File: src/logic/clock_tree_consts.svh
// Offsets, field positions, reset values and fixed divider counts
// Included by the clock tree package users; definitions only
`ifndef CLOCK_TREE_CONSTS_SVH
`define CLOCK_TREE_CONSTS_SVH
`define OFS_SRC_CTRL 8'h00
`define OFS_BUS_CFG 8'h04
`define OFS_KERNEL_SEL 8'h08
`define OFS_SLEEP_EN 8'h0c
`define OFS_STATUS 8'h10
// Source control: enables [5:0], multispeed range [11:8]
`define SRC_EN_LSB 0
`define SRC_EN_W 6
`define MS_RANGE_LSB 8
`define SRC_EN_RESET 6'h02
`define MS_RANGE_4MHZ 4'h6
// Bus config: system select [1:0], ahb [4:2], apb low [7:5], apb high [10:8]
`define SYS_SEL_LSB 0
`define AHB_DIV_LSB 2
`define APB1_DIV_LSB 5
`define APB2_DIV_LSB 8
// Kernel select fields
`define RNG_SEL_LSB 0
`define ADC_SEL_LSB 2
`define ADC_DIV_LSB 4
`define SER_SEL_LSB 6
`define I2C_SEL_LSB 8
`define AUD_SEL_LSB 10
`define LPT_SEL_LSB 12
`define RTC_SEL_LSB 15
`define DAC_SH_BIT 17
// Sleep enables
`define SER_SLP_BIT 0
`define I2C_SLP_BIT 1
`define LPT_SLP_BIT 2
// Fixed divisions, as count minus one
`define TICK_DIV_M1 8'h07
`define RTC_HSE_DIV_M1 8'h1f
`endif

File: src/logic/clock_tree_pkg.sv
// Types shared by the clock tree controller
// Source and output clocks are one-cycle ticks in the pclk domain
package clock_tree_pkg;
   typedef struct packed {
      logic fast_internal_rc_osc;
      logic multispeed_internal_rc_osc;
      logic fast_external_osc;
      logic slow_internal_rc_osc;
      logic slow_external_crystal_osc;
      logic pll_system_tap;
      logic vco_first_tap_clock;
      logic vco_second_tap_clock;
      logic external_audio_clock_input;
      logic lowpower_timer_ext_input;
   } src_ticks_t;
   typedef struct packed {
      logic system_clock;
      logic cpu_bus_clock;
      logic cpu_free_running_clock;
      logic shared_bus_clock;
      logic low_speed_periph_bus_clock;
      logic high_speed_periph_bus_clock;
      logic core_tick_ext_clock;
      logic rng_kernel;
      logic adc_kernel;
      logic dac_kernel;
      logic serial_kernel;
      logic two_wire_kernel;
      logic audio_kernel;
      logic lowpower_timer_kernel;
      logic calendar_kernel_clock;
      logic independent_watchdog;
   } clk_ticks_t;
   typedef enum logic [1:0] {
      SYS_MULTISPEED,
      SYS_FAST_INT,
      SYS_FAST_EXT,
      SYS_PLL
   } sys_sel_t;
   typedef enum logic [1:0] {
      SW_RUN,
      SW_DRAIN,
      SW_ARM
   } sw_state_t;
endpackage : clock_tree_pkg

File: src/logic/reset_clock_tree_control.sv
// Clock tree controller: source enables, glitch-free muxes, prescalers
// Assumes source clocks arrive as pclk-synchronous ticks; APB slave
`timescale 1ns/1ps
`include "clock_tree_consts.svh"

module tick_divider (
   input wire logic pclk,
   input wire logic presetn,
   input wire logic tick_in,
   input wire logic [7:0] div_m1,
   output logic tick_out
);
   logic [7:0] count_ff;
   logic tick_out_ff;
   wire wrap = count_ff >= div_m1;
   wire [7:0] nxt_count = tick_in ? (wrap ? 8'h00 : count_ff + 8'h01) : count_ff;
   always_ff @(posedge pclk or negedge presetn)
   begin
      if (!presetn)
      begin
         count_ff <= 8'h00;
         tick_out_ff <= 1'b0;
      end
      else
      begin
         count_ff <= nxt_count;
         tick_out_ff <= tick_in & wrap;
      end
   end
   assign tick_out = tick_out_ff;
endmodule : tick_divider

module glitchless_sel #(
   parameter int N = 4,
   parameter int W = 2,
   parameter logic [W-1:0] RESET_SEL = '0
) (
   input wire logic pclk,
   input wire logic presetn,
   input wire logic [N-1:0] ticks,
   input wire logic [N-1:0] alive,
   input wire logic [W-1:0] sel_req,
   output logic tick_out,
   output logic [W-1:0] cur_sel,
   output logic busy
);
   clock_tree_pkg::sw_state_t state_ff;
   clock_tree_pkg::sw_state_t nxt_state;
   logic [W-1:0] cur_ff;
   logic [W-1:0] tgt_ff;
   logic [W-1:0] nxt_cur;
   logic [W-1:0] nxt_tgt;
   logic tick_out_ff;
   wire req_legal = 32'(sel_req) < N;
   wire old_tick = ticks[cur_ff];
   wire new_tick = ticks[tgt_ff];
   always_comb
   begin
      nxt_state = state_ff;
      nxt_cur = cur_ff;
      nxt_tgt = tgt_ff;
      unique case (state_ff)
         clock_tree_pkg::SW_RUN:
            if (req_legal && sel_req != cur_ff)
            begin
               nxt_tgt = sel_req;
               nxt_state = alive[cur_ff] ? clock_tree_pkg::SW_DRAIN : clock_tree_pkg::SW_ARM;
            end
         clock_tree_pkg::SW_DRAIN:
            if (old_tick || !alive[cur_ff])
               nxt_state = clock_tree_pkg::SW_ARM;
         clock_tree_pkg::SW_ARM:
            if (new_tick)
            begin
               nxt_cur = tgt_ff;
               nxt_state = clock_tree_pkg::SW_RUN;
            end
         default:
            nxt_state = clock_tree_pkg::SW_RUN;
      endcase
   end
   always_ff @(posedge pclk or negedge presetn)
   begin
      if (!presetn)
      begin
         state_ff <= clock_tree_pkg::SW_RUN;
         cur_ff <= RESET_SEL;
         tgt_ff <= RESET_SEL;
         tick_out_ff <= 1'b0;
      end
      else
      begin
         state_ff <= nxt_state;
         cur_ff <= nxt_cur;
         tgt_ff <= nxt_tgt;
         tick_out_ff <= (state_ff == clock_tree_pkg::SW_RUN) && (nxt_state == state_ff) && old_tick;
      end
   end
   assign tick_out = tick_out_ff;
   assign cur_sel = cur_ff;
   assign busy = state_ff != clock_tree_pkg::SW_RUN;
endmodule : glitchless_sel

module reset_clock_tree_control (
   input wire logic pclk,
   input wire logic presetn,
   input wire logic psel,
   input wire logic penable,
   input wire logic pwrite,
   input wire logic [7:0] paddr,
   input wire logic [31:0] pwdata,
   output logic [31:0] prdata,
   output logic pready,
   output logic pslverr,
   input wire clock_tree_pkg::src_ticks_t src,
   input wire logic sleep_mode,
   input wire logic stop_mode,
   output logic [5:0] osc_enable,
   output logic [3:0] multispeed_range,
   output clock_tree_pkg::clk_ticks_t clk
);
   logic [5:0] src_en_ff;
   logic [3:0] ms_range_ff;
   logic [10:0] bus_cfg_ff;
   logic [17:0] kern_ff;
   logic [2:0] sleep_en_ff;
   logic pready_ff;
   logic [31:0] prdata_ff;
   logic pslverr_ff;

   // APB decode; one wait state, data from flops
   wire access = psel & penable;
   wire hit_src = paddr == `OFS_SRC_CTRL;
   wire hit_bus = paddr == `OFS_BUS_CFG;
   wire hit_kern = paddr == `OFS_KERNEL_SEL;
   wire hit_slp = paddr == `OFS_SLEEP_EN;
   wire hit_sta = paddr == `OFS_STATUS;
   wire mapped = hit_src | hit_bus | hit_kern | hit_slp | hit_sta;
   wire wr_done = access & pready_ff & pwrite & mapped;

   // System mux status
   logic [1:0] sys_cur;
   logic sys_busy;
   wire [5:0] sys_src_bit = 6'h01 << (
      sys_cur == clock_tree_pkg::SYS_MULTISPEED ? 3'd1 :
      sys_cur == clock_tree_pkg::SYS_FAST_INT ? 3'd0 :
      sys_cur == clock_tree_pkg::SYS_FAST_EXT ? 3'd2 : 3'd5);
   // Independent enables, live source kept on
   wire [5:0] nxt_src_en = pwdata[`SRC_EN_LSB +: `SRC_EN_W] | (sys_busy ? src_en_ff : sys_src_bit);

   always_ff @(posedge pclk or negedge presetn)
   begin
      if (!presetn)
      begin
         src_en_ff <= `SRC_EN_RESET;
         ms_range_ff <= `MS_RANGE_4MHZ;
         bus_cfg_ff <= 11'h000;
         kern_ff <= 18'h00000;
         sleep_en_ff <= 3'h0;
      end
      else if (wr_done)
      begin
         if (hit_src)
         begin
            src_en_ff <= nxt_src_en;
            ms_range_ff <= pwdata[`MS_RANGE_LSB +: 4];
         end
         if (hit_bus)
            bus_cfg_ff <= pwdata[10:0];
         if (hit_kern)
            kern_ff <= pwdata[17:0];
         if (hit_slp)
            sleep_en_ff <= pwdata[2:0];
      end
   end

   // Source ticks gated by their enables
   wire t_fi = src.fast_internal_rc_osc & src_en_ff[0];
   wire t_ms = src.multispeed_internal_rc_osc & src_en_ff[1];
   wire t_fe = src.fast_external_osc & src_en_ff[2];
   wire t_si = src.slow_internal_rc_osc & src_en_ff[3];
   wire t_se = src.slow_external_crystal_osc & src_en_ff[4];
   wire t_pr = src.pll_system_tap & src_en_ff[5];
   wire t_pp = src.vco_first_tap_clock & src_en_ff[5];
   wire t_pq = src.vco_second_tap_clock & src_en_ff[5];

   logic sys_tick;
   glitchless_sel #(.N(4), .W(2), .RESET_SEL(2'(clock_tree_pkg::SYS_MULTISPEED))) u_sys (
      .pclk(pclk),
      .presetn(presetn),
      .ticks({t_pr, t_fe, t_fi, t_ms}),
      .alive({src_en_ff[5], src_en_ff[2], src_en_ff[0], src_en_ff[1]}),
      .sel_req(bus_cfg_ff[`SYS_SEL_LSB +: 2]),
      .tick_out(sys_tick),
      .cur_sel(sys_cur),
      .busy(sys_busy)
   );

   wire [7:0] ahb_m1 = (8'h01 << bus_cfg_ff[`AHB_DIV_LSB +: 3]) - 8'h01;
   wire [7:0] apb1_m1 = (8'h01 << bus_cfg_ff[`APB1_DIV_LSB +: 3]) - 8'h01;
   wire [7:0] apb2_m1 = (8'h01 << bus_cfg_ff[`APB2_DIV_LSB +: 3]) - 8'h01;
   // Converter bus divider 1, 2 or 4
   wire [1:0] adc_div = kern_ff[`ADC_DIV_LSB +: 2];
   wire [7:0] adc_m1 = adc_div == 2'h2 ? 8'h03 : (adc_div == 2'h1 ? 8'h01 : 8'h00);
   logic ahb_tick;
   logic apb1_tick;
   logic apb2_tick;
   logic core_tick_timer_tick;
   logic adc_bus_tick;
   logic rtc_hse_tick;
   tick_divider u_ahb (.pclk(pclk), .presetn(presetn), .tick_in(sys_tick),
      .div_m1(ahb_m1), .tick_out(ahb_tick));
   tick_divider u_apb1 (.pclk(pclk), .presetn(presetn), .tick_in(ahb_tick),
      .div_m1(apb1_m1), .tick_out(apb1_tick));
   tick_divider u_apb2 (.pclk(pclk), .presetn(presetn), .tick_in(ahb_tick),
      .div_m1(apb2_m1), .tick_out(apb2_tick));
   // Core tick from bus clock / 8
   tick_divider u_tick (.pclk(pclk), .presetn(presetn), .tick_in(ahb_tick),
      .div_m1(`TICK_DIV_M1), .tick_out(core_tick_timer_tick));
   // Divider one relies on AHB prescaler one
   tick_divider u_adcd (.pclk(pclk), .presetn(presetn), .tick_in(ahb_tick),
      .div_m1(adc_m1), .tick_out(adc_bus_tick));
   tick_divider u_rtcd (.pclk(pclk), .presetn(presetn), .tick_in(t_fe),
      .div_m1(`RTC_HSE_DIV_M1), .tick_out(rtc_hse_tick));

   // Bus clocks to sleeping peripherals only when allowed
   // Serial bus clock sleep gate
   wire ser_apb = apb2_tick & (~sleep_mode | sleep_en_ff[`SER_SLP_BIT]);
   wire i2c_apb = apb1_tick & (~sleep_mode | sleep_en_ff[`I2C_SLP_BIT]);
   wire lpt_apb = apb1_tick & (~sleep_mode | sleep_en_ff[`LPT_SLP_BIT]);

   logic rng_t, adc_t, ser_t, i2c_t, aud_t, lpt_t, rtc_t;
   logic [1:0] rng_c, adc_c, ser_c, i2c_c, aud_c, rtc_c;
   logic [2:0] lpt_c;
   logic [6:0] k_busy;
   glitchless_sel #(.N(4), .W(2)) u_rng (.pclk(pclk), .presetn(presetn),
      .ticks({t_se, t_si, t_ms, t_pq}),
      .alive({src_en_ff[4], src_en_ff[3], src_en_ff[1], src_en_ff[5]}),
      .sel_req(kern_ff[`RNG_SEL_LSB +: 2]), .tick_out(rng_t), .cur_sel(rng_c),
      .busy(k_busy[0]));
   // Converter kernel mux, bus path last
   glitchless_sel #(.N(4), .W(2)) u_adc (.pclk(pclk), .presetn(presetn),
      .ticks({adc_bus_tick, t_pp, t_fi, sys_tick}),
      .alive({1'b1, src_en_ff[5], src_en_ff[0], 1'b1}),
      .sel_req(kern_ff[`ADC_SEL_LSB +: 2]), .tick_out(adc_t), .cur_sel(adc_c),
      .busy(k_busy[1]));
   glitchless_sel #(.N(4), .W(2)) u_ser (.pclk(pclk), .presetn(presetn),
      .ticks({ser_apb, t_se, t_fi, sys_tick}),
      .alive({1'b1, src_en_ff[4], src_en_ff[0], 1'b1}),
      .sel_req(kern_ff[`SER_SEL_LSB +: 2]), .tick_out(ser_t), .cur_sel(ser_c),
      .busy(k_busy[2]));
   glitchless_sel #(.N(3), .W(2)) u_i2c (.pclk(pclk), .presetn(presetn),
      .ticks({i2c_apb, t_fi, sys_tick}),
      .alive({1'b1, src_en_ff[0], 1'b1}),
      .sel_req(kern_ff[`I2C_SEL_LSB +: 2]), .tick_out(i2c_t), .cur_sel(i2c_c),
      .busy(k_busy[3]));
   glitchless_sel #(.N(3), .W(2)) u_aud (.pclk(pclk), .presetn(presetn),
      .ticks({src.external_audio_clock_input, t_pq, t_fi}),
      .alive({1'b1, src_en_ff[5], src_en_ff[0]}),
      .sel_req(kern_ff[`AUD_SEL_LSB +: 2]), .tick_out(aud_t), .cur_sel(aud_c),
      .busy(k_busy[4]));
   glitchless_sel #(.N(5), .W(3)) u_lpt (.pclk(pclk), .presetn(presetn),
      .ticks({src.lowpower_timer_ext_input, lpt_apb, t_fi, t_se, t_si}),
      .alive({2'b11, src_en_ff[0], src_en_ff[4], src_en_ff[3]}),
      .sel_req(kern_ff[`LPT_SEL_LSB +: 3]), .tick_out(lpt_t), .cur_sel(lpt_c),
      .busy(k_busy[5]));
   // Calendar mux, fast external / 32
   glitchless_sel #(.N(3), .W(2)) u_rtc (.pclk(pclk), .presetn(presetn),
      .ticks({rtc_hse_tick, t_si, t_se}),
      .alive({src_en_ff[2], src_en_ff[3], src_en_ff[4]}),
      .sel_req(kern_ff[`RTC_SEL_LSB +: 2]), .tick_out(rtc_t), .cur_sel(rtc_c),
      .busy(k_busy[6]));

   // Stop-mode capability of each current selection
   wire rng_stop_ok = rng_c >= 2'd2;
   // Serial wakeup on fast internal or crystal
   wire ser_stop_ok = (ser_c == 2'd1) | (ser_c == 2'd2);
   wire i2c_stop_ok = i2c_c == 2'd1;
   wire aud_stop_ok = aud_c == 2'd2;
   // Timer stop on slow sources or pin
   wire lpt_stop_ok = (lpt_c == 3'd0) | (lpt_c == 3'd1) | (lpt_c == 3'd4);
   wire rtc_stop_ok = rtc_c != 2'd2;
   wire run_only = ~stop_mode;

   clock_tree_pkg::clk_ticks_t clk_ff;
   clock_tree_pkg::clk_ticks_t nxt_clk;
   always_comb
   begin
      nxt_clk.system_clock = sys_tick;
      nxt_clk.cpu_bus_clock = ahb_tick & ~sleep_mode;
      nxt_clk.cpu_free_running_clock = ahb_tick;
      nxt_clk.shared_bus_clock = ahb_tick;
      nxt_clk.low_speed_periph_bus_clock = apb1_tick;
      nxt_clk.high_speed_periph_bus_clock = apb2_tick;
      nxt_clk.core_tick_ext_clock = core_tick_timer_tick;
      nxt_clk.rng_kernel = rng_t & (run_only | rng_stop_ok);
      // Converter sources are all Run-only
      nxt_clk.adc_kernel = adc_t & run_only;
      nxt_clk.dac_kernel = t_si & kern_ff[`DAC_SH_BIT];
      nxt_clk.serial_kernel = ser_t & (run_only | ser_stop_ok);
      nxt_clk.two_wire_kernel = i2c_t & (run_only | i2c_stop_ok);
      nxt_clk.audio_kernel = aud_t & (run_only | aud_stop_ok);
      nxt_clk.lowpower_timer_kernel = lpt_t & (run_only | lpt_stop_ok);
      nxt_clk.calendar_kernel_clock = rtc_t & (run_only | rtc_stop_ok);
      nxt_clk.independent_watchdog = src.slow_internal_rc_osc & src_en_ff[3];
   end

   wire [31:0] status_word = {12'h000, k_busy, sys_busy, rtc_stop_ok, lpt_stop_ok,
      aud_stop_ok, i2c_stop_ok, ser_stop_ok, rng_stop_ok, 4'h0, sys_cur};
   wire [31:0] rd_mux =
      hit_src ? {20'h00000, ms_range_ff, 2'h0, src_en_ff} :
      hit_bus ? {21'h000000, bus_cfg_ff} :
      hit_kern ? {14'h0000, kern_ff} :
      hit_slp ? {29'h00000000, sleep_en_ff} :
      hit_sta ? status_word : 32'h00000000;

   always_ff @(posedge pclk or negedge presetn)
   begin
      if (!presetn)
      begin
         pready_ff <= 1'b0;
         prdata_ff <= 32'h00000000;
         pslverr_ff <= 1'b0;
         clk_ff <= '0;
      end
      else
      begin
         pready_ff <= access & ~pready_ff;
         prdata_ff <= (access & ~pready_ff & ~pwrite) ? rd_mux : prdata_ff;
         pslverr_ff <= access & ~pready_ff & ~mapped;
         clk_ff <= nxt_clk;
      end
   end

   assign pready = pready_ff;
   assign prdata = prdata_ff;
   assign pslverr = pslverr_ff & pready_ff;
   assign osc_enable = src_en_ff;
   assign multispeed_range = ms_range_ff;
   assign clk = clk_ff;
endmodule : reset_clock_tree_control

File: config.mk
export PLATFORM = sky130hd
export DESIGN_NAME = reset_clock_tree_control
export DESIGN_NICKNAME = d
export VERILOG_FILES = /design/src/logic/clock_tree_pkg.sv /design/src/logic/reset_clock_tree_control.sv
export VERILOG_INCLUDE_DIRS = /design/src /design/src/logic
export SDC_FILE = /design/constraint.sdc
export NUM_CORES = 1
export LEC_CHECK = 0
export ABC_AREA = 1
export ABC_CLOCK_PERIOD_IN_PS = 1900
export BUFFER_PORTS_ARGS = -buffer_cell sky130_fd_sc_hd__buf_2
export CAP_MARGIN = 20
export CORE_ASPECT_RATIO = 0.8
export CORE_MARGIN = 4
export CORE_UTILIZATION = 40
export CTS_CLUSTER_DIAMETER = 40
export DETAILED_ROUTE_END_ITERATION = 10
export SKIP_CTS_REPAIR_TIMING = 1
export SLEW_MARGIN = 20
export SYNTH_ARGS = -nofsm -noshare
export SYNTH_HDL_FRONTEND = slang
export SYNTH_SLANG_ARGS = --single-unit
export TNS_END_PERCENT = 50
File: constraint.sdc
create_clock -name pclk -period 1.9 [get_ports pclk]
set_clock_uncertainty 0.2 [all_clocks]
set_input_delay 0.57 -clock pclk [delete_from_list [all_inputs] [get_ports pclk]]
set_output_delay 0.57 -clock pclk [all_outputs]
set_load 0.02 [all_outputs]
### Word-level counts from Yosys, hierarchy flattened

Cells that the tools add are included.

* output and inout port bits: 60
* bits in registers: 203
* logic and storage cells: 390

* add/sub/neg operators: 9
* shift operators: 4
* equal/unequal tests: 47
* reductions and logical operators: 75
* multiplexer cells: 105
* bitwise logic cells: 56
* magnitude comparators: 27

Operators with widths (number)
* $mux 20: 5
* $mux 2: 33
* $add 8x1->8 const B: 6
* $mux 8: 6
* $pmux 2 s3: 8
* $bmux 1 s2: 21
* $lt 2x3->1 const B: 14
* $reduce_and 2->1: 20
* $and 1x1->1: 34
* $mux 1: 25
* $eq 2x1->1 const B: 12
* $eq 2x2->1 const B: 12
* $ge 8x8->1: 3
* $shl 1x3->8 const A: 3
* $sub 8x1->8 const B: 3
* $logic_and 1x1->1: 20
* $logic_not 2->1: 9
* $eq 2x2->1: 8
* $eq 8x4->1 const B: 2
* $or 1x1->1: 16
* $reduce_bool 2->1: 8
* $ne 2x2->1: 7
* $bmux 1 s3: 3
* $mux 3: 3
* other kinds (21): 42

### Logic depth before layout (Yosys ltp)

* word-level depth: 11
* depth in mapped cells: 11
* depth with buffers taken out: 11

### Hierarchy

A second synthesis with hierarchy kept.

* cell total of the unflattened synthesis: 1611
* area, all modules: 11847.6 um2

Modules (own cells, without submodules)
* reset_clock_tree_control: times used 1, area each 3841.2 um2, cells each 484
* tick_divider at u_adcd ...: times used 5, area each 684.4 um2, cells each 89
* glitchless_sel at u_adc ...: times used 4, area each 490.5 um2, cells each 76
* glitchless_sel at u_aud ...: times used 3, area each 437.9 um2, cells each 66
* tick_divider at u_tick: times used 1, area each 665.6 um2, cells each 90
* glitchless_sel at u_lpt: times used 1, area each 643.1 um2, cells each 90

### Least setup slack after synthesis

OpenSTA, ideal clock, no wires.

* kind: input port to flip-flop
* from: input paddr[1]
* to: register bus_cfg_ff[10]
* setup slack: 0.081 ns
* library setup time: 0.126 ns
* stages on the path: 9
* arrival time: 1.493 ns
* cells stage by stage: inv_1 -> nand2_2 -> nor2_8 -> nand2_2 -> nand2_2 -> nand2_4 -> nor2_4 -> buf_4 -> o21ai_0

* longest elaborated chain between the ends: 7
* elaborated cells on any way between the ends: 11
* those cells by class: 4 x eq/ne; 5 x bitwise; 2 x reduce/logical

RTL lines
* start, declared: RTL line reset_clock_tree_control.sv:110 `input wire logic [7:0] paddr,`
* $eq 8x3->1 (no line) / $logic_not 8->1 (equally long branches)
* $or 1x1->1 (4 in series): RTL line reset_clock_tree_control.sv:138 `wire mapped = hit_src | hit_bus | hit_kern | hit_slp | hit_sta;`
* $and 1x1->1: RTL line reset_clock_tree_control.sv:139 `wire wr_done = access & pready_ff & pwrite & mapped;`
* $reduce_and 2->1 (no line) (*)
* end signal, assigned: RTL line reset_clock_tree_control.sv:169 `bus_cfg_ff <= pwdata[10:0];`
* end, declared: RTL line reset_clock_tree_control.sv:124 `logic [10:0] bus_cfg_ff;`

Mark *: on every way between the ends. The rest lies on a longest branch, timed or not.
A chain may end at the register's enable or synchronous reset.

### Worst setup path in the final report

* from: register src_en_ff[0] (netlist: osc_enable[0])
* to: output osc_enable[0]

RTL lines
* start, declared: RTL line reset_clock_tree_control.sv:122 `logic [5:0] src_en_ff;`
* start signal, assigned: RTL line reset_clock_tree_control.sv:155 `` src_en_ff <= `SRC_EN_RESET; ``
* start signal, assigned: RTL line reset_clock_tree_control.sv:165 `src_en_ff <= nxt_src_en;`
* end, declared: RTL line reset_clock_tree_control.sv:118 `output logic [5:0] osc_enable,`

No word-level cell between the ends.

==> summary.txt <==
Pwr
  • Final Power: around 11 mW
  • PwrDens: ~950 mW/mm^2
  • Leakage: 6.273 nW
  • Max VDD drop: approximately 0.74 mV

Placement
  • Placement Setup Slack: -0.1573 ns
  • DP Wirelength: between 20,000 and 25,000 um
  • IO buf count: 90
  • Post-Place Cells: 1,709
  • Placer congestion estimate: just over 0.9
  • Placed inst area: roughly 0.011 mm^2

Global routing
  • First-pass GRT wire length: 42,750 um
  • Gr usage total: 19.77%
  • Largest net degree at the start of global routing: 40
  • Total grt overflow: 0
  • Vias in the first global route: approximately 8,100
  • Initial antenna violation count: 0

Final layout
  • Fin area: ~0.012 mm^2
  • Area growth, synth to finish: 21.47%
  • Final net count: about 1,500
  • Layout Cells excl Fill: around 1,700
  • Diode count: 0
  • Layout cell share with drive strength beyond 1: around 18%

Synth
  • Synth Area in Adders: between 4 and 5%
  • Seq cells post-synth: between 150 and 200
  • Compound-gate portion of the synthesized area: 13.41%
  • Simple-gate share of the synthesized area: 24.17%
  • FFs w/ async S/R, synth: 100.0%
  • Main combinational cell family by area after synthesis: simple AND/OR/NAND/NOR gates
  • Ys flop type: dfrtp_1
  • Top cells by area, synth: dfrtp_1 (47%), nand2_1 (13%), o21ai_0 (6.0%)
  • Mux contribution to synthesized area: 0%
  • Post-synthesis sequential area ratio: about half
  • Mapped Cells: roughly 1,300
  • Count leader, synth: nand2_1
  • Top cells by count, synth: nand2_1 (335), dfrtp_1 (188), inv_1 (157), o21ai_0 (120), nor2_1 (93)
  • Number of flops mapped to enable cells by yosys: 0
  • Syn avg cell area: roughly 7.9 um^2
  • Yosys top cell by area: dfrtp_1
  • Synth top area share: 47.35%
  • Synth Cell Area: 0.009936 mm^2
  • Synth unique cells: 42
  • Synth warn: 0
  • Xor and xnor area share after synthesis: approximately 1.6%

Flow run
  • Total of max-cap violations: 0

Timing
  • RSZ-0062 raised after global routing: true
  • Max Clk Rate: roughly 510 MHz
  • WHS: roughly 0.13 ns
  • # setup viols final: 2
  • Final worst-path cycle share: 102.3%
  • Final Hold Vio Count: 0
  • Final WS setup: -0.04278 ns
  • Period minus WS final: just under 2 ns
  • Final Max Tran Viols: 0

Status
  • Failing checks: negative setup slack
  • Outcome: finished with violations

Routing
  • Drt first pass iters: 5
  • Drt drc: 0
  • DR vias/cell: just under 5
  • Initial DRC count: about 600
  • Routed Wire Length: ~27,000 um
  • Post-DRT Antenna Nets: 0
  • Vias: slightly below 9,000
  • Wire per inst: approximately 15 um

Critical path
  • CP Class: flop to primary output
  • Critical path required time: ~1.1 ns
  • Critical Path Fanout Max: 4
  • Startpoint type of the worst setup path: flop
  • CP Capture Type: primary output
  • WP data arrival: about 1.2 ns

Worst hold path
  • Hold crit path type: input port to flop

Floorplan
  • Std-Cell Core Area: between 0.02 and 0.025 mm^2
  • Starting Density: 40.76%
  • Die height: about 150 um
  • Die area: between 0.02 and 0.03 mm^2
  • Die width: 184.2 um
  • Placement Rows: 51
  • IO Pins: approximately 120

Clock tree
  • Reg clk slew, reported paths: around 0.08 ns
  • Clock tree sinks: roughly 190
  • CTS tree: done
  • H-tree depth: 4
  • Number of CTS-inserted buffers: 17
  • Worst-skew pair later-pin latency: around 0.45 ns
  • Clk buf depth: 2
  • CTS root buf: clkbuf_16
final timing paths:
kind / to / start / slack [ns] / depth (start not counted)
hold / removal: kern_ff[17]$_DFFE_PN0P_ / pwdata[17] / 0.13 / 3
max in group asynchronous: u_aud.tgt_ff[1]$_DFFE_PN0P_ / presetn / 0.53 / 3
min in group asynchronous: clk[12]$_DFF_PN0_ / presetn / 0.41 / 2
setup / recovery: osc_enable[0] / osc_enable[0]$_DFFE_PN0P_ / -0.04 / 2
setup reg to reg: u_apb2.count_ff[6]$_DFFE_PN0P_ / bus_cfg_ff[8]$_DFFE_PN0P_ / 0.07 / 8
hold reg to reg: clk[9]$_DFF_PN0_ / u_tick.tick_out$_DFF_PN0_ / 0.15 / 0
placed cells by master, fill, tap and decap left out, drive strengths merged, types with 2 or more instances in the layout:
master and count:
dfstp 3, nor2 99, clkinv 5, inv 172
a21boi 6, nand3 85, dfrtp 188, clkbuf 18
o21ai 142, nand4 15, a211oi 3, ha 33
buf 166, o31ai 3, o22ai 7, a21oi 67
o211ai 10, conb 15, nand2 344, xnor2 3
clkinvlp 2, xor2 15, nor3 11, o21a 7
nor4 3
where the power goes:
group | leakage (nW) | switching, mW | internal (mW)
clock network | 0.278 | 1.79 | 1.75
logic | 3.66 | 1.68 | 1.08
registers | 2.33 | 0.571 | 4.62
cells by family after synthesis:
| family | Yosys count |
|---|---|
| compound gates | 248 |
| xor+xnor | 18 |
| flops | 191 |
| other cells | 2 |
| fa+ha+maj | 33 |
| simple gates | 560 |
| buf+inv | 199 |
layout make-up:
cell class,instances,area [um^2]
Clock buffer,17,425.4
Clock inverter,15,150.1
Fill cell,2382,12310
Inverter,164,618.1
Multi-Input combinational cell,874,4449
Sequential cell,191,4795
Tap cell,318,397.9
Timing Repair Buffer,168,1234
critical path: stages, from the launching register on:
cell	delay [ns]
dfrtp_2	0.45
buf_6	0.15
buf_6	0.12
state kept, by name (all words and copies together) (netlist names), 3 cells and up:
name	count
u_apb1.count_ff	8
u_tick.count_ff	8
u_lpt.cur_sel	3
osc_enable	6
clk	15
multispeed_range	4
u_apb2.count_ff	8
u_lpt.tgt_ff	3
bus_cfg_ff	11
u_ahb.count_ff	8
u_rtcd.count_ff	8
kern_ff	18
u_adcd.count_ff	8
prdata	20
sleep_en_ff	3
metrics by stage:
step                       TNS, ns  util (%)
after floorplan                  0         -
after CTS                  -0.7628     48.66
final                     -0.04542     49.51
after detailed placement    -6.872     46.29
after global routing       -0.1557     49.51
after global placement      -5.610     46.29
layer usage:
layer | GRT usage, % | routed length, um | up-vias
li1 | - | - | 4378
met1 | 29.60 | 13350 | 4091
met2 | 28.86 | 11420 | 182
met3 | 4.656 | 1367 | 21
met4 | 5.137 | 395 | 0
met5 | 0 | 0 | -
Power figures use the tool's default switching activity.
